$ cat config.mk
export PLATFORM = sky130hd
export DESIGN_NAME = tsc_ctrl
export DESIGN_NICKNAME = d
export VERILOG_FILES = /design/src/tsc_pkg.sv /design/src/tsc_sync_if.sv /design/src/tsc_sync.sv /design/src/tsc_ctrl.sv
export VERILOG_INCLUDE_DIRS = /design/src
export SDC_FILE = /design/constraint.sdc
export NUM_CORES = 1
export LEC_CHECK = 0
export BUFFER_PORTS_ARGS = -buffer_cell sky130_fd_sc_hd__buf_2
export CAP_MARGIN = 5
export CORE_MARGIN = 5
export CORE_UTILIZATION = 60
export CTS_BUF_LIST = sky130_fd_sc_hd__clkbuf_8 sky130_fd_sc_hd__clkbuf_16
export CTS_CLUSTER_DIAMETER = 40
export DETAILED_ROUTE_END_ITERATION = 12
export PLACE_DENSITY = 0.86
export RECOVER_POWER = 100
export SLEW_MARGIN = 20
export SYNTH_ARGS = -nofsm -noshare
export SYNTH_HDL_FRONTEND = slang
export SYNTH_SLANG_ARGS = --single-unit
$ cat constraint.sdc
create_clock -name clk -period 9 [get_ports clk]
set_input_delay 0.9 -clock clk [delete_from_list [all_inputs] [get_ports clk]]
set_output_delay 0.9 -clock clk [all_outputs]
set_load 0.02 [all_outputs]
$ cat src/tsc_defines.svh
// offsets, field positions, reset values and counts of the sideband control
// Overview of operation
// - default polarity: low hot-plug is released, high is sink present
// - low polarity option: low hot-plug is present, high is released
// - stream configuration outputs lock flag, 1 locked, 0 not locked
// - one active-high interrupt request output toward the processor
// - status word is taken only while its valid strobe is high
// - field parity is sampled in the start-of-frame cycle
// - stream is bridged to native timing, clocked on pixel clock
// - native configuration outputs active-high pixel-synchronous reset
// - processor-bus reset returns the whole block and its registers to their reset values
// - video stream reset clears only the video stream path
// - audio stream reset clears only the audio stream path
// - lane output data is clocked on the lane clock input
// - native configuration ignores video stream reset input
`ifndef TSC_DEFINES_SVH
`define TSC_DEFINES_SVH
`define TSC_ADDR_W       8
`define TSC_DATA_W       32
`define TSC_REG_STATUS   8'h00
`define TSC_REG_CTRL     8'h04
`define TSC_REG_EVENT    8'h08
`define TSC_REG_FRAMES   8'h0c
`define TSC_CTRL_RESET   3'h1
`define TSC_CTRL_IRQ_EN  0
`define TSC_CTRL_VRST    1
`define TSC_CTRL_ARST    2
`define TSC_ST_HPD       0
`define TSC_ST_LINK      1
`define TSC_ST_VID       2
`define TSC_ST_LOCK      3
`define TSC_ST_FIELD     4
`define TSC_EV_HPD       0
`define TSC_EV_LOCK      1
`define TSC_EV_SB        2
`define TSC_SY_HPD       0
`define TSC_SY_SBW0      1
`define TSC_SY_SBW1      2
`define TSC_SY_SBV       3
`define TSC_SY_FID       4
`define TSC_SY_SOF       5
`define TSC_SY_SVAL      6
`define TSC_SY_PIX       7
`define TSC_SY_LANE      8
`define TSC_SY_VRN       9
`define TSC_SY_ARN       10
`define TSC_SYNC_W       11
`define TSC_RST_HOLD     8'h10
`define TSC_LOCK_FRAMES  2'h3
`define TSC_LOCK_TIMEOUT 24'h07a120
`endif

$ cat src/tsc_pkg.sv
// types shared by the sideband control modules
`include "tsc_defines.svh"
package tsc_pkg;
  typedef enum logic [1:0] {
    tsc_lk_idle   = 2'b00,
    tsc_lk_acq    = 2'b01,
    tsc_lk_locked = 2'b10
  } tsc_lock_t;
  typedef logic [`TSC_SYNC_W-1:0] tsc_sync_t;
  typedef struct packed {
    logic video_rdy;
    logic link_rdy;
  } tsc_sb_t;
endpackage

$ cat src/tsc_sync_if.sv
// raw pin levels in, synchronised levels out
interface tsc_sync_if;
  tsc_pkg::tsc_sync_t raw;
  tsc_pkg::tsc_sync_t sync;
  modport ctl
  (
    output raw,
    input  sync
  );
  modport stage
  (
    input  raw,
    output sync
  );
endinterface

$ cat src/tsc_sync.sv
// two-flop synchroniser bank for every foreign input
module tsc_sync
(
  input  wire logic   clk,
  input  wire logic   rst,
  tsc_sync_if.stage   sy
);
  tsc_pkg::tsc_sync_t meta;

  // first stage feeds only the second
  always_ff @(posedge clk or posedge rst)
  begin
    if (rst)
      meta <= '0;
    else
      meta <= sy.raw;
  end

  always_ff @(posedge clk or posedge rst)
  begin
    if (rst)
      sy.sync <= '0;
    else
      sy.sync <= meta;
  end
endmodule

$ cat src/tsc_ctrl.sv
// sideband status, hot-plug, lock, reset and lane glue with register port
`include "tsc_defines.svh"
module tsc_ctrl
#(
  parameter bit          HPD_ACTIVE_LOW = 1'b0,
  parameter bit          NATIVE_VIDEO   = 1'b0,
  parameter logic [23:0] LOCK_TIMEOUT   = `TSC_LOCK_TIMEOUT
)
(
  input  wire logic                   clk,
  input  wire logic                   rst,
  input  wire logic [`TSC_ADDR_W-1:0] addr,
  input  wire logic [`TSC_DATA_W-1:0] wdata,
  input  wire logic                   wr,
  input  wire logic                   rd,
  output logic      [`TSC_DATA_W-1:0] rdata,
  input  wire logic                   hpd_pin,
  input  wire logic [1:0]             sideband_status_word,
  input  wire logic                   sideband_status_valid,
  input  wire logic                   field_id_in,
  input  wire logic                   stream_sof,
  input  wire logic                   stream_valid,
  input  wire logic                   pixel_clk_in,
  input  wire logic                   lane_clk_in,
  input  wire logic                   video_stream_rst_n_in,
  input  wire logic                   audio_stream_rst_n_in,
  output logic                        locked,
  output logic                        irq,
  output logic                        video_path_rst_n,
  output logic                        audio_path_rst_n,
  output logic                        pixel_rst,
  output logic                        native_frame_start,
  output logic                        native_field,
  output logic [1:0]                  lane_data,
  output logic                        lane_valid
);
  tsc_sync_if          sy();
  tsc_pkg::tsc_sync_t  s;
  tsc_pkg::tsc_sync_t  s_d;
  tsc_pkg::tsc_sb_t    sb;
  tsc_pkg::tsc_lock_t  lk;
  tsc_pkg::tsc_lock_t  next_lk;
  logic                hpd_present;
  logic [2:0]          ctrl;
  logic [2:0]          pend;
  logic [2:0]          ev;
  logic [7:0]          vhold;
  logic [7:0]          ahold;
  logic                vreq;
  logic                areq;
  logic                pix_edge;
  logic                lane_edge;
  logic                frame_ev;
  logic                field;
  logic                bridge_pend;
  logic [23:0]         timer;
  logic [1:0]          frames;
  logic [15:0]         frame_cnt;
  logic                lock_now;
  logic                hpd_now;
  logic                sb_take;

  function automatic logic rise
  (
    input logic cur,
    input logic prev
  );
    rise = cur & ~prev;
  endfunction

  function automatic logic [7:0] hold_next
  (
    input logic       req,
    input logic [7:0] cnt
  );
    if (req)
      hold_next = `TSC_RST_HOLD;
    else if (cnt != 8'h00)
      hold_next = cnt - 8'h01;
    else
      hold_next = 8'h00;
  endfunction

  tsc_sync u_sync
  (
    .clk (clk),
    .rst (rst),
    .sy  (sy.stage)
  );

  always_comb
  begin
    sy.raw = '0;
    sy.raw[`TSC_SY_HPD]  = hpd_pin;
    sy.raw[`TSC_SY_SBW0] = sideband_status_word[0];
    sy.raw[`TSC_SY_SBW1] = sideband_status_word[1];
    sy.raw[`TSC_SY_SBV]  = sideband_status_valid;
    sy.raw[`TSC_SY_FID]  = field_id_in;
    sy.raw[`TSC_SY_SOF]  = stream_sof;
    sy.raw[`TSC_SY_SVAL] = stream_valid;
    sy.raw[`TSC_SY_PIX]  = pixel_clk_in;
    sy.raw[`TSC_SY_LANE] = lane_clk_in;
    sy.raw[`TSC_SY_VRN]  = video_stream_rst_n_in;
    sy.raw[`TSC_SY_ARN]  = audio_stream_rst_n_in;
  end

  assign s = sy.sync;

  // delayed copy of the second stage for edge finding
  always_ff @(posedge clk or posedge rst)
  begin
    if (rst)
      s_d <= '0;
    else
      s_d <= s;
  end

  assign pix_edge  = rise(s[`TSC_SY_PIX], s_d[`TSC_SY_PIX]);
  assign lane_edge = rise(s[`TSC_SY_LANE], s_d[`TSC_SY_LANE]);

  assign hpd_now = HPD_ACTIVE_LOW ? ~s[`TSC_SY_HPD] : s[`TSC_SY_HPD];

  always_ff @(posedge clk or posedge rst)
  begin
    if (rst)
      hpd_present <= 1'b0;
    else
      hpd_present <= hpd_now;
  end

  assign sb_take = s[`TSC_SY_SBV];

  always_ff @(posedge clk or posedge rst)
  begin
    if (rst)
      sb <= '0;
    else if (sb_take)
    begin
      sb.link_rdy  <= s[`TSC_SY_SBW0];
      sb.video_rdy <= s[`TSC_SY_SBW1];
    end
  end

  assign vreq = ctrl[`TSC_CTRL_VRST]
              | (~NATIVE_VIDEO & ~s[`TSC_SY_VRN]);
  assign areq = ctrl[`TSC_CTRL_ARST] | ~s[`TSC_SY_ARN];

  // stretch keeps the path quiet while its clock settles
  always_ff @(posedge clk or posedge rst)
  begin
    if (rst)
      vhold <= `TSC_RST_HOLD;
    else
      vhold <= hold_next(vreq, vhold);
  end

  always_ff @(posedge clk or posedge rst)
  begin
    if (rst)
      ahold <= `TSC_RST_HOLD;
    else
      ahold <= hold_next(areq, ahold);
  end

  always_ff @(posedge clk or posedge rst)
  begin
    if (rst)
      video_path_rst_n <= 1'b0;
    else
      video_path_rst_n <= ~(vreq | (vhold != 8'h00));
  end

  always_ff @(posedge clk or posedge rst)
  begin
    if (rst)
      audio_path_rst_n <= 1'b0;
    else
      audio_path_rst_n <= ~(areq | (ahold != 8'h00));
  end

  always_ff @(posedge clk or posedge rst)
  begin
    if (rst)
      pixel_rst <= 1'b1;
    else if (pix_edge)
      pixel_rst <= vreq | (vhold != 8'h00);
  end

  // sof shorter than one clock may be missed by the sync
  assign frame_ev = ~NATIVE_VIDEO & video_path_rst_n
                  & rise(s[`TSC_SY_SOF], s_d[`TSC_SY_SOF])
                  & s[`TSC_SY_SVAL];

  always_ff @(posedge clk or posedge rst)
  begin
    if (rst)
      field <= 1'b0;
    else if (frame_ev)
      field <= s[`TSC_SY_FID];
  end

  // bridge frame start to pixel edge
  always_ff @(posedge clk or posedge rst)
  begin
    if (rst)
      bridge_pend <= 1'b0;
    else if (frame_ev)
      bridge_pend <= 1'b1;
    else if (pix_edge)
      bridge_pend <= 1'b0;
  end

  always_ff @(posedge clk or posedge rst)
  begin
    if (rst)
      native_frame_start <= 1'b0;
    else
      native_frame_start <= pix_edge & bridge_pend & ~pixel_rst;
  end

  always_ff @(posedge clk or posedge rst)
  begin
    if (rst)
      native_field <= 1'b0;
    else if (pix_edge & bridge_pend)
      native_field <= field;
  end

  // time since the last frame start
  always_ff @(posedge clk or posedge rst)
  begin
    if (rst)
      timer <= 24'h000000;
    else if (frame_ev | ~video_path_rst_n)
      timer <= 24'h000000;
    else if (timer != LOCK_TIMEOUT)
      timer <= timer + 24'h000001;
  end

  always_comb
  begin
    next_lk = lk;
    case (lk)
      tsc_pkg::tsc_lk_idle:
        if (frame_ev)
          next_lk = tsc_pkg::tsc_lk_acq;
      tsc_pkg::tsc_lk_acq:
        if (timer == LOCK_TIMEOUT)
          next_lk = tsc_pkg::tsc_lk_idle;
        else if (frame_ev && frames == `TSC_LOCK_FRAMES)
          next_lk = tsc_pkg::tsc_lk_locked;
      tsc_pkg::tsc_lk_locked:
        if (timer == LOCK_TIMEOUT)
          next_lk = tsc_pkg::tsc_lk_idle;
      default:
        next_lk = tsc_pkg::tsc_lk_idle;
    endcase
    if (!video_path_rst_n || NATIVE_VIDEO)
      next_lk = tsc_pkg::tsc_lk_idle;
  end

  always_ff @(posedge clk or posedge rst)
  begin
    if (rst)
      lk <= tsc_pkg::tsc_lk_idle;
    else
      lk <= next_lk;
  end

  always_ff @(posedge clk or posedge rst)
  begin
    if (rst)
      frames <= 2'h0;
    else if (next_lk == tsc_pkg::tsc_lk_idle)
      frames <= 2'h0;
    else if (frame_ev && frames != `TSC_LOCK_FRAMES)
      frames <= frames + 2'h1;
  end

  assign lock_now = (next_lk == tsc_pkg::tsc_lk_locked);

  always_ff @(posedge clk or posedge rst)
  begin
    if (rst)
      locked <= 1'b0;
    else
      locked <= lock_now;
  end

  always_ff @(posedge clk or posedge rst)
  begin
    if (rst)
      frame_cnt <= 16'h0000;
    else if (frame_ev)
      frame_cnt <= frame_cnt + 16'h0001;
  end

  always_ff @(posedge clk or posedge rst)
  begin
    if (rst)
      lane_data <= 2'h0;
    else if (lane_edge)
      lane_data <= {sb.video_rdy, sb.link_rdy};
  end

  always_ff @(posedge clk or posedge rst)
  begin
    if (rst)
      lane_valid <= 1'b0;
    else if (lane_edge)
      lane_valid <= sb.link_rdy & hpd_present;
  end

  // events worth telling the processor about
  always_comb
  begin
    ev = 3'h0;
    ev[`TSC_EV_HPD]  = hpd_now ^ hpd_present;
    ev[`TSC_EV_LOCK] = lock_now ^ locked;
    ev[`TSC_EV_SB]   = sb_take
                     & ({s[`TSC_SY_SBW1], s[`TSC_SY_SBW0]} != sb);
  end

  // set beats a same-cycle write-one clear
  always_ff @(posedge clk or posedge rst)
  begin
    if (rst)
      pend <= 3'h0;
    else if (wr && addr == `TSC_REG_EVENT)
      pend <= (pend & ~wdata[2:0]) | ev;
    else
      pend <= pend | ev;
  end

  always_ff @(posedge clk or posedge rst)
  begin
    if (rst)
      irq <= 1'b0;
    else
      irq <= ctrl[`TSC_CTRL_IRQ_EN] & (|pend);
  end

  always_ff @(posedge clk or posedge rst)
  begin
    if (rst)
      ctrl <= `TSC_CTRL_RESET;
    else if (wr && addr == `TSC_REG_CTRL)
      ctrl <= wdata[2:0];
  end

  // unmapped addresses read zero, writes to them are dropped
  always_ff @(posedge clk or posedge rst)
  begin
    if (rst)
      rdata <= '0;
    else if (rd)
    begin
      rdata <= '0;
      case (addr)
        `TSC_REG_STATUS:
        begin
          rdata[`TSC_ST_HPD]   <= hpd_present;
          rdata[`TSC_ST_LINK]  <= sb.link_rdy;
          rdata[`TSC_ST_VID]   <= sb.video_rdy;
          rdata[`TSC_ST_LOCK]  <= locked;
          rdata[`TSC_ST_FIELD] <= field;
        end
        `TSC_REG_CTRL:
          rdata[2:0] <= ctrl;
        `TSC_REG_EVENT:
          rdata[2:0] <= pend;
        `TSC_REG_FRAMES:
          rdata[15:0] <= frame_cnt;
        default:
          rdata <= '0;
      endcase
    end
    else
      rdata <= '0;
  end
endmodule

After elaboration in Yosys (flattened, before gate mapping)
Cells that the tools add are included.
{"block": "classes", "n_addsub": 5, "bitwise_logic": 30, "eq_ne": 11, "order_cmp": 0, "n_mul": 0, "shift": 0, "reduce_logical": 13, "n_mux": 21, "div_mod_pow": 0}
{"operator": "two-way mux 24 bit", "count": 2}
{"operator": "two-way mux 8 bit", "count": 4}
{"operator": "adder 24 x 1 -> 24 bit (second input constant)", "count": 1}
{"operator": "equality test 24 x 19 -> 1 bit (second input constant)", "count": 1}
{"operator": "!= test 24 x 19 -> 1 bit (second input constant)", "count": 1}
{"operator": "adder 16 x 1 -> 16 bit (second input constant)", "count": 1}
{"operator": "equality test 8 x 4 -> 1 bit (second input constant)", "count": 2}
{"operator": "two-way mux 16 bit", "count": 1}
{"operator": "nonzero test 8 bit", "count": 2}
{"operator": "subtractor 8 x 1 -> 8 bit (second input constant)", "count": 2}
{"operator": "two-way mux 2 bit", "count": 7}
{"operator": "case mux 3 bit (4 select lines)", "count": 1}
{"operator": "two-way mux 11 bit", "count": 1}
{"operator": "bitwise AND 1 bit", "count": 10}
{"operator": "inverter 1 bit", "count": 9}
{"operator": "equality test 8 x 3 -> 1 bit (second input constant)", "count": 1}
{"operator": "logical NOT 8 bit", "count": 1}
{"operator": "equality test 2 bit (second input constant)", "count": 3}
{"operator": "bitwise OR 3 bit", "count": 2}
{"operator": "case mux 2 bit (3 select lines)", "count": 1}
{"operator": "nonzero test 2 bit", "count": 3}
{"operator": "bitwise OR 1 bit", "count": 5}
{"operator": "logical AND 1 bit", "count": 4}
{"operator": "logical NOT 2 bit", "count": 2}
{"operator": "other kinds (11)", "count": 13}
{"block": "totals", "mem_count": 0, "romBits": 0, "ram_bits": 0, "regBits": 144, "output_inout_bits": 42, "latch_bits": 0, "word_cells": 106}

Depth between registers and ports, before layout
Gate-level depths: netlist (run 1).
{"block": "depth", "ltp_word": 13, "mapped_depth": 7, "depth_no_buf": 7}

Cells and area by module
From an unflattened synthesis (run 1), not the netlist that was laid out.
{"block": "hier_totals", "hier_cells": 468, "hier_area_um2": 5331.4}
{"module": "tsc_ctrl", "cells_per_inst": 445, "area_each_um2": 4777.1, "seq_area_each_um2": 2507.4, "instances": 1}
{"module": "tsc_sync", "cells_per_inst": 23, "area_each_um2": 554.3, "seq_area_each_um2": 550.5, "instances": 1}

Least setup slack after synthesis (run 1)
No wires, ideal clock.
{"block": "synth_timing", "path_kind": "in2reg", "startpoint": "input port addr[1]", "endpoint": "register ctrl[1]", "required_time_ns": 8.875, "t_arrival_ns": 2.015, "slack_ns": 6.860, "n_path_buf": 0, "setup_time_ns": 0.125, "cell_stages": 4, "path_cell_list": "nor4_4 -> nand3_2 -> or3b_4 -> mux2_4"}
{"block": "synth_between", "elab_chain_len": 2}
{"item": "start: declaration", "line_no": "tsc_ctrl.sv:12", "source": "input wire logic [`TSC_ADDR_W-1:0] addr,"}
{"item": "equality test 8 x 3 -> 1 bit"}
{"item": "logical AND 1 bit (no line)"}
{"item": "end signal: assignment", "line_no": "tsc_ctrl.sv:346", "source": "ctrl <= `TSC_CTRL_RESET;"}
{"item": "end signal: assignment", "line_no": "tsc_ctrl.sv:348", "source": "ctrl <= wdata[2:0];"}
{"item": "end: declaration", "line_no": "tsc_ctrl.sv:44", "source": "logic [2:0] ctrl;"}
Every way passes these cells.
A chain may end at the register's enable or synchronous reset.

==> results of run 1 <==
critical path, stage by stage:
cell	delay, ns
buf_2	0.10
clkinvlp_2	1.22
buf_4	0.88
synth_stat cells (2+ instances only):
library cell  number  share of area (%)
nand2_1           41                2.9
o21ai_0            6               0.57
mux2_4             3               0.86
inv_1             11               0.79
nand3_2            2               0.38
or4_1              2               0.29
nor2b_1            7               0.84
o21ai_1            2               0.19
nor3b_2            2               0.48
dfrtp_1          118                 56
and4b_1            2               0.38
xnor2_1           28                4.7
and3_1             8               0.96
ha_1               8                1.9
nor2_1            56                4.0
nand3_1           19                1.8
nand3b_1           7                1.0
clkbuf_1           5               0.36
and2_1            12                1.4
xor2_1            22                3.7
nand2b_1           3               0.36
dfstp_2            4                2.0
and4_1             5               0.84
or3_1              3               0.36
buf_2              3               0.29
nor3b_1            3               0.43
buf_4             17                2.4
mux4_2             3                1.3
a21oi_1            7               0.67
nor3_1             7               0.67
o22ai_1            2               0.24
mux2_2             6                1.3
nor4_4             2               0.81
nor4b_2            2               0.57
nand4_1           10                1.2
cells by family after synthesis:
family / synth area share [%]
flip-flops: 58.5
buffers and inverters: 4.09
AO/OA/AOI/OAI: 2.46
adder cells (fa/ha/maj): 1.91
multiplexers: 3.44
XOR/XNOR: 8.37
other: 0.0717
AND/OR/NAND/NOR: 21.2
final cells by class:
class	instances	area, µm²	area share [%]
Inverter	11	42.5	0.698
Clock buffer	18	428	7.02
Clock inverter	14	244	4.00
Sequential cell	122	3060	50.2
Tap cell	108	135	2.22
Timing Repair Buffer	52	229	3.76
Multi-Input combinational cell	308	1960	32.2
final timing paths:
path,startpoint,end,cells past startpoint
hold reg to reg,u_sync.meta[4],u_sync.sy.sync[4],0
setup reg to reg,video_path_rst_n,frame_cnt[15],5
hold / removal,u_sync.meta[4],u_sync.sy.sync[4],0
setup / recovery,rst,lane_data[0],3
max in group clk,addr[1],pend[1],6
min in group asynchronous,rst,rdata[13],2
metrics by stage:
stage	utilization, %	instance area (µm²)	setup slack, ns	std cells
after detailed placement	64.2	5520	6.61	601
after floorplan	-	5290	4.86	467
after CTS	72.0	6190	6.85	633
after global routing	71.0	6100	5.81	633
final	71.0	6100	6.37	633
after global placement	64.2	5520	6.64	601
layer usage:
layer / part of all wire, % / global-route usage, % / up-vias
met5: 0 / 0 / -
met4: 2.9 / 9.76 / 0
met3: 4.4 / 5.37 / 28
met2: 51 / 34.1 / 81
met1: 42 / 26.2 / 1712
li1: - / - / 1613
state kept, by name, summed over array words and instances (netlist names), 3 cells and up:
signal,count
u_sync.sy.sync,11
rdata,16
pend,3
frame_cnt,16
ctrl,3
u_sync.meta,11
ahold,8
timer,24
s_d,4
vhold,8
power breakdown:
part	switching, mW	internal, mW	leakage, nW
clock network	0.247	0.515	0.327
registers	0.0375	0.593	1.59
logic	0.0928	0.0662	0.866
==> impl_metrics.env, run 1 <==
export IMPL_status="complete, but fails checks"
export IMPL_violations="max-capacitance violations, max-slew violations"
export IMPL_ctsResizeCount=0
export IMPL_die_w_um=103
export IMPL_finalHoldViolations=0
export IMPL_hold_path_class="flip-flop to flip-flop"
export IMPL_rrSetupSlack_ns=7.00
export IMPL_cp_start_kind="primary input"
export IMPL_avgSynthCellArea_um2=11.6
export IMPL_arrival_ns=3.15
export IMPL_critPathMaxFanout=72
export IMPL_ys_types=49
export IMPL_layout_nets=575
export IMPL_insertion_delay_ns=0.51
export IMPL_die_area_um2=10700
export IMPL_vias_per_cell=5.42
export IMPL_power_total_mw=1.55
export IMPL_wl_per_cell_um=15.7
export IMPL_power_per_cell_area_nw_per_um2=254
export IMPL_end_kind="asynchronous set/reset pin"
export IMPL_grt_use_total_pct=20.9
export IMPL_synth_edf_count=0
export IMPL_min_period_ns=2.63
export IMPL_ant_nets=0
export IMPL_start_util_pct=60.9
export IMPL_p_leak_nw=2.79
export IMPL_syn2layout_area_growth_pct=16.6
export IMPL_synth_area_um2=5230
export IMPL_maxCapViolations=1
export IMPL_mostFrequentLayoutCell="dfrtp_1"
export IMPL_tritoncts="built"
export IMPL_final_period_utilization_pct=29.2
export IMPL_synth_async_reset_ratio_pct=100
export IMPL_cts_sinks=122
export IMPL_fmax_mhz=380
export IMPL_whs_ns=0.342
export IMPL_ir_drop_mv=0.182
export IMPL_slew_viol_final=52
export IMPL_pin_count=97
export IMPL_cts_root_buf="clkbuf_8"
export IMPL_rsz0062_at_grt="false"
export IMPL_antenna_found_initial=0
export IMPL_yosys_warnings=0
export IMPL_firstDrtPassIters=4
export IMPL_io_buffers=51
export IMPL_drive_gt1_share_pct=14.7
export IMPL_tightest_slew_ns=2.16
export IMPL_timing_slew_headroom_pct=-44.9
export IMPL_post_cts_buffers=0
export IMPL_row_count=34
export IMPL_clk_pin_slew_ns=0.06
export IMPL_synth_flop_cell="dfrtp_1"
export IMPL_route_detailed_drc=0
export IMPL_grt_pass1_vias=3573
export IMPL_setup_viol=0
export IMPL_grt_pass1_wl_um=17100
export IMPL_gp_congestion=0.853
export IMPL_totalWireLength_um=9950
export IMPL_layout_common_cells="dfrtp_1 (118), nor2_1 (57), nand2_1 (41), xnor2_1 (28), clkbuf_1 (27)"
export IMPL_grt_remaining_overflow=0
export IMPL_cts_made_buffers=17
export IMPL_seq_area_frac_synth_pct=58.5
export IMPL_fillCellCount=586
export IMPL_coreArea_um2=8590
export IMPL_num_vias=3434
export IMPL_die_height_um=103
export IMPL_grt_max_degree=73
export IMPL_clock_skew_ns=0.00579
export IMPL_finalSetupTns_ns=0
export IMPL_drt_iter0_markers=164
export IMPL_dp_hpwl_um=6320
export IMPL_diodes=0
export IMPL_hold_buffers=0
export IMPL_worst_setup_path_type="primary input to asynchronous set/reset pin"
export IMPL_cts_max_path_buffers=2
export IMPL_syn_inst=452
export IMPL_htreeDepth=4
export IMPL_ys_seq_elements=122
export IMPL_required_ns=9.52
Power figures use the tool's default switching activity.
==> inputs of run 2 (changes only) <==
--- a/config.mk
+++ b/config.mk
@@ -6,14 +6,15 @@
 export SDC_FILE = /design/constraint.sdc
 export NUM_CORES = 1
 export LEC_CHECK = 0
+export ABC_AREA = 1
 export BUFFER_PORTS_ARGS = -buffer_cell sky130_fd_sc_hd__buf_2
 export CAP_MARGIN = 5
 export CORE_MARGIN = 5
-export CORE_UTILIZATION = 60
+export CORE_UTILIZATION = 51
 export CTS_BUF_LIST = sky130_fd_sc_hd__clkbuf_8 sky130_fd_sc_hd__clkbuf_16
 export CTS_CLUSTER_DIAMETER = 40
 export DETAILED_ROUTE_END_ITERATION = 12
-export PLACE_DENSITY = 0.86
+export PLACE_DENSITY = 0.77
 export RECOVER_POWER = 100
 export SLEW_MARGIN = 20
 export SYNTH_ARGS = -nofsm -noshare
==> constraint.sdc (replaced) <==
create_clock -name clk -period 2.35 [get_ports clk]
set_input_delay 0.235 -clock clk [delete_from_list [all_inputs] [get_ports clk]]
set_output_delay 0.235 -clock clk [all_outputs]
set_load 0.02 [all_outputs]
==> run 2 against run 1 <==
The flow now finishes without violations. Critical endpoint is now frame_cnt[11]. Design area increased by 11%. Largest power group unchanged. Critical path type is now flip-flop to flip-flop. Cell count rose by 42%. Sequential share of layout area fell by 4.8 points. Total power increased to 3.2 times the previous value.
==> impl_metrics.env, run 2 <==
export IMPL_status="finished, final reports clean"
export IMPL_final_period_utilization_pct=81.5
export IMPL_ys_seq_elements=122
export IMPL_cp_start_kind="flip-flop"
export IMPL_synth_edf_count=0
export IMPL_p_leak_nw=3.26
export IMPL_fillCellCount=900
export IMPL_start_util_pct=52.5
export IMPL_rsz0062_at_grt="false"
export IMPL_largest_reg_flops=24
export IMPL_timing_slew_headroom_pct=55.9
export IMPL_switchingPower_mw=1.11
export IMPL_setup_viol=0
export IMPL_layout_common_cells="nand2_1 (123), dfrtp_1 (118), nor2_1 (99), inv_1 (94), nand3_1 (49)"
export IMPL_comb_power_share_pct=4.4
export IMPL_r2r_end="frame_cnt[11]"
export IMPL_hold_end="ctrl[1]"
export IMPL_worst_setup_path_type="flip-flop to flip-flop"
export IMPL_required_ns=2.75
export IMPL_synth_top_area_share_pct=51.7
export IMPL_ant_nets=0
export IMPL_reg_top3="timer (24), frame_cnt (16), rdata (16)"
export IMPL_largest_register="timer"
export IMPL_cts_made_buffers=17
export IMPL_clock_power_share_pct=51.8
export IMPL_die_height_um=116
export IMPL_seq_area_frac_synth_pct=53.5
export IMPL_whs_ns=0.0187
export IMPL_die_w_um=116
export IMPL_synth_async_reset_ratio_pct=100
export IMPL_end_kind="flip-flop"
export IMPL_yosysMostFrequentCell="nand2_1"
export IMPL_cts_sinks=122
export IMPL_holdPathStages=3
export IMPL_ys_top_cells_by_count="nand2_1 (121), dfrtp_1 (118), nor2_1 (98)"
export IMPL_fmax_mhz=522
export IMPL_grt_pass1_wl_um=20600
export IMPL_seqPwrFrac_pct=43.7
export IMPL_power_total_mw=4.99
export IMPL_antenna_found_initial=0
export IMPL_layout_nets=809
export IMPL_hold_path_class="primary input to flip-flop"
export IMPL_maxCapViolations=0
export IMPL_hold_path_startpoint="wdata[1]"
export IMPL_totalWireLength_um=12100
export IMPL_htreeDepth=4
export IMPL_syn_inst=665
export IMPL_yosys_warnings=0
export IMPL_grt_use_total_pct=19.3
export IMPL_dp_hpwl_um=8170
export IMPL_drive_gt1_share_pct=12.1
export IMPL_wl_per_cell_um=13.5
export IMPL_arrival_ns=2.31
export IMPL_ctsResizeCount=0
export IMPL_syn2layout_area_growth_pct=18.1
export IMPL_diodes=0
export IMPL_post_place_cells=853
export IMPL_finalSetupTns_ns=0
export IMPL_critPathMaxFanout=12
export IMPL_pin_count=97
export IMPL_io_buffers=51
export IMPL_ys_types=34
export IMPL_fin_cells=899
export IMPL_gp_congestion=0.948
export IMPL_row_count=38
export IMPL_route_detailed_drc=0
export IMPL_power_per_cell_area_nw_per_um2=740
export IMPL_drt_iter0_markers=367
export IMPL_min_period_ns=1.91
export IMPL_internal_power_mw=3.89
export IMPL_firstDrtPassIters=5
export IMPL_cts_max_path_buffers=2
export IMPL_synthTopCellsByArea="dfrtp_1 (52%), nand2_1 (8.0%), nor2_1 (6.4%), inv_1 (5.9%), nand3_1 (4.2%)"
export IMPL_synth_flop_cell="dfrtp_1"
export IMPL_clock_skew_ns=0.0115
export IMPL_insertion_delay_ns=0.51
export IMPL_grt_max_degree=123
export IMPL_clk_pin_slew_ns=0.06
export IMPL_die_area_um2=13400
export IMPL_worstReg2RegStart="s_d[5]"
export IMPL_rr_worst_depth=7
export IMPL_grt_pass1_vias=4549
export IMPL_num_vias=4541
export IMPL_avgSynthCellArea_um2=8.59
export IMPL_rrSetupSlack_ns=0.44
export IMPL_yosysTopAreaCell="dfrtp_1"
export IMPL_tritoncts="built"
export IMPL_grt_remaining_overflow=0
export IMPL_netSwitchingFraction_pct=22.1
export IMPL_tightest_slew_ns=0.662
export IMPL_slew_viol_final=0
export IMPL_cts_root_buf="clkbuf_8"
export IMPL_finalHoldViolations=0
export IMPL_mostFrequentLayoutCell="nand2_1"
export IMPL_coreArea_um2=10900
export IMPL_synth_area_um2=5710
export IMPL_ir_drop_mv=0.553
export IMPL_vias_per_cell=5.05
-- run 2: worst max path at each step --
stage	start	to	slack [ns]
3_3_place_gp	timer[0]	timer[22]	0.78
5_1_grt	video_path_rst_n	timer[3]	0.30
4_1_cts	u_sync.sy.sync[5]	timer[10]	0.69
3_5_place_dp	video_path_rst_n	timer[10]	0.73
2_1_floorplan	rst	ahold[0]	0.62
6_report	s_d[5]	frame_cnt[11]	0.44
-- run 2: worst max-delay path, cell delays in order (launching register included) --
cell,delay [ns]
dfrtp_1,0.41
nor2_4,0.12
nand2_1,0.23
inv_2,0.27
nand3_1,0.17
nor2_1,0.31
nand2_1,0.12
xor2_1,0.16
-- run 2: metal layers --
metal  share of wire (%)  global-route usage, %
met1                  43                   24.4
met2                  48                   31.8
met3                 6.8                   4.54
met4                 2.1                   8.43
met5                   0                      0
-- run 2: repair_timing --
item | in CTS | in global routing
hold buffers | 14 | 0
buffers inserted | 0 | 0
hold endpoints to repair | 131 | 0
-- run 2: layout make-up --
class,instances,area [µm²],share of cell area [%]
Tap cell,140,175,2.60
Timing Repair Buffer,67,389,5.77
Inverter,101,383,5.68
Clock inverter,13,153,2.26
Multi-Input combinational cell,437,2150,31.8
Sequential cell,122,3060,45.3
Clock buffer,19,442,6.55
-- run 2: power by group through the flow --
stage | Sequential (mW) | Clock (mW) | Combinational (mW)
floorplan | 2.22 | 0 | 0.155
global placement | 2.22 | 0 | 0.203
detailed placement | 2.22 | 0 | 0.210
CTS | 2.18 | 2.62 | 0.229
global route | 2.19 | 2.73 | 0.254
finish | 2.18 | 2.59 | 0.221
-- run 2: logic make-up after synthesis --
kind of cell,Yosys count,share of synthesized area [%]
AOI/OAI and AO/OA,50,4.47
xor gates and xnor gates,23,3.53
adders and majority gates,8,1.75
and+or+nand+nor,339,27.3
muxes,1,0.197
buffers and inverters,121,9.13
other,1,0.0656
DFF,122,53.5
-- run 2: per-stage QoR --
stage	area, µm²	setup slack [ns]	utilization, %
4_1_cts	6820	0.689	62.7
3_3_place_gp	6090	0.778	55.9
3_5_place_dp	6090	0.725	55.9
6_report	6750	0.435	62.0
2_1_floorplan	5770	0.621	-
5_1_grt	6750	0.299	62.0
==> inputs of run 3 (changes only) <==
--- a/config.mk
+++ b/config.mk
@@ -10,11 +10,11 @@
 export BUFFER_PORTS_ARGS = -buffer_cell sky130_fd_sc_hd__buf_2
 export CAP_MARGIN = 5
 export CORE_MARGIN = 5
-export CORE_UTILIZATION = 51
+export CORE_UTILIZATION = 56
 export CTS_BUF_LIST = sky130_fd_sc_hd__clkbuf_8 sky130_fd_sc_hd__clkbuf_16
 export CTS_CLUSTER_DIAMETER = 40
 export DETAILED_ROUTE_END_ITERATION = 12
-export PLACE_DENSITY = 0.77
+export PLACE_DENSITY = 0.81
 export RECOVER_POWER = 100
 export SLEW_MARGIN = 20
 export SYNTH_ARGS = -nofsm -noshare
==> constraint.sdc (replaced) <==
create_clock -name clk -period 1.8 [get_ports clk]
set_input_delay 0.18 -clock clk [delete_from_list [all_inputs] [get_ports clk]]
set_output_delay 0.18 -clock clk [all_outputs]
set_load 0.02 [all_outputs]
==> run 3 against run 2 <==
Cell count shrank 0.11%. Clock skew is essentially flat. Fmax grew 14%. Sequential power grew 31%. Design area grew 1.8%.
==> impl_metrics.env, run 3 (synthesis gave the netlist of run 2 again) <==
export IMPL_gp_congestion=0.891
export IMPL_tritoncts="built"
export IMPL_slew_viol_final=0
export IMPL_end_kind="flip-flop"
export IMPL_ir_drop_mv=0.704
export IMPL_dp_hpwl_um=8570
export IMPL_status="finished, final reports clean"
export IMPL_io_buffers=51
export IMPL_route_detailed_drc=0
export IMPL_p_leak_nw=3.30
export IMPL_cts_root_buf="clkbuf_8"
export IMPL_rsz0062_at_grt="false"
export IMPL_drive_gt1_share_pct=12.2
export IMPL_start_util_pct=57.9
export IMPL_power_per_cell_area_nw_per_um2=1020
export IMPL_timing_slew_headroom_pct=41.4
export IMPL_die_area_um2=12300
export IMPL_layout_nets=815
export IMPL_cts_max_path_buffers=2
export IMPL_min_period_ns=1.68
export IMPL_clock_skew_ns=0.0114
export IMPL_die_height_um=111
export IMPL_antenna_found_initial=0
export IMPL_clk_pin_slew_ns=0.06
export IMPL_htreeDepth=4
export IMPL_tightest_slew_ns=0.878
export IMPL_finalHoldViolations=0
export IMPL_grt_max_degree=102
export IMPL_ant_nets=0
export IMPL_firstDrtPassIters=5
export IMPL_maxCapViolations=0
export IMPL_cp_start_kind="flip-flop"
export IMPL_cts_made_buffers=17
export IMPL_totalWireLength_um=14000
export IMPL_largest_reg_flops=24
export IMPL_fin_ws_ns=0.117
export IMPL_whs_ns=0.0156
export IMPL_drt_iter0_markers=452
export IMPL_hold_path_class="primary input to flip-flop"
export IMPL_mostFrequentLayoutCell="nand2_1"
export IMPL_row_count=36
export IMPL_largest_register="timer"
export IMPL_critPathMaxFanout=5
export IMPL_post_cts_buffers=0
export IMPL_fmax_mhz=594
export IMPL_coreArea_um2=9860
export IMPL_placed_cell_area_um2=6120
export IMPL_grt_remaining_overflow=0
export IMPL_layout_common_cells="nand2_1 (121), dfrtp_1 (118), nor2_1 (100), inv_1 (93), nand3_1 (49)"
export IMPL_insertion_delay_ns=0.52
export IMPL_final_period_utilization_pct=93.5
export IMPL_reg_top3="timer (24), frame_cnt (16), rdata (16)"
export IMPL_arrival_ns=2.13
export IMPL_pin_count=97
export IMPL_pre_cts_slack_ns=0.241
export IMPL_wl_per_cell_um=15.6
export IMPL_worst_setup_path_type="flip-flop to flip-flop"
export IMPL_diodes=0
export IMPL_num_vias=4841
export IMPL_setup_viol=0
export IMPL_required_ns=2.25
export IMPL_cts_sinks=122
export IMPL_stdcell_area_um2=6860
export IMPL_grt_pass1_vias=4942
export IMPL_grt_pass1_wl_um=23500
export IMPL_syn2layout_area_growth_pct=20.1
export IMPL_grt_use_total_pct=23.4
export IMPL_vias_per_cell=5.39
export IMPL_die_w_um=111
export IMPL_finalSetupTns_ns=0
[run 3: cell count changes in the layout (fill, tap and decap cells not counted), sizes merged]
| cell | delta |
|---|---|
| bufinv | +3 |
| clkbuf | +4 |
| clkinv | -2 |
| inv | -1 |
| dlygate4sd3 | +2 |
| buf | -1 |
| clkinvlp | +1 |
[run 3: power breakdown]
group          total [mW]  internal, mW  switching [mW]
clock network        3.86          2.57            1.28
logic               0.299        0.0967           0.202
registers            2.85          2.81          0.0415
[run 3: metrics by stage]
stage	cells	utilization [%]	power, mW
finish	898	69.6	7.01
global route	898	69.6	7.21
CTS	898	70.5	7.03
detailed placement	850	62.1	3.17
global placement	850	62.1	3.16
floorplan	680	-	3.10
[run 3: cell type report]
class,instances,area [µm²]
fill,717,3000
clock inverter,14,243
sequential,122,3060
multi-input combinational,437,2160
timing repair buffer,73,430
clock buffer,18,428
tap,133,166
inverter,101,380
[run 3: routing by layer]
| metal | share of wire (%) | up-vias | GRT usage [%] |
|---|---|---|---|
| li1 | - | 2234 | - |
| met5 | 0 | - | 0 |
| met3 | 8.3 | 57 | 6.77 |
| met2 | 50 | 266 | 40.0 |
| met1 | 37 | 2284 | 27.2 |
| met4 | 4.0 | 0 | 10.9 |
[run 3: repair_timing]
action	CTS	global route
endpoints found under the hold margin	138	0
hold buffers	16	0
setup endpoints to repair	0	1
gates resized for setup	0	1
[run 3: worst max-delay path, cell delays in order, from the launching register on]
cell and delay (ns):
dfrtp_1 0.40, clkbuf_2 0.16, inv_1 0.10, ha_1 0.20
nand2_1 0.06, nor2_1 0.11, nand2_1 0.06, nor2_1 0.13
nand2_1 0.12, nand2_2 0.13, nand2_1 0.07, nand3_1 0.07
[run 3: final timing paths]
kind                                     start           endpoint  slack, ns  depth (start not counted)
worst max-delay path                  timer[0]            pend[1]       0.12                         11
max in group asynchronous                  rst     u_sync.meta[6]       0.50                          4
min in group asynchronous                  rst           ahold[2]       0.15                          3
worst min register to register  u_sync.meta[5]  u_sync.sy.sync[5]       0.35                          0
worst max register to register        timer[0]            pend[1]       0.12                         11
worst min-delay path                        wr            pend[0]       0.02                          4
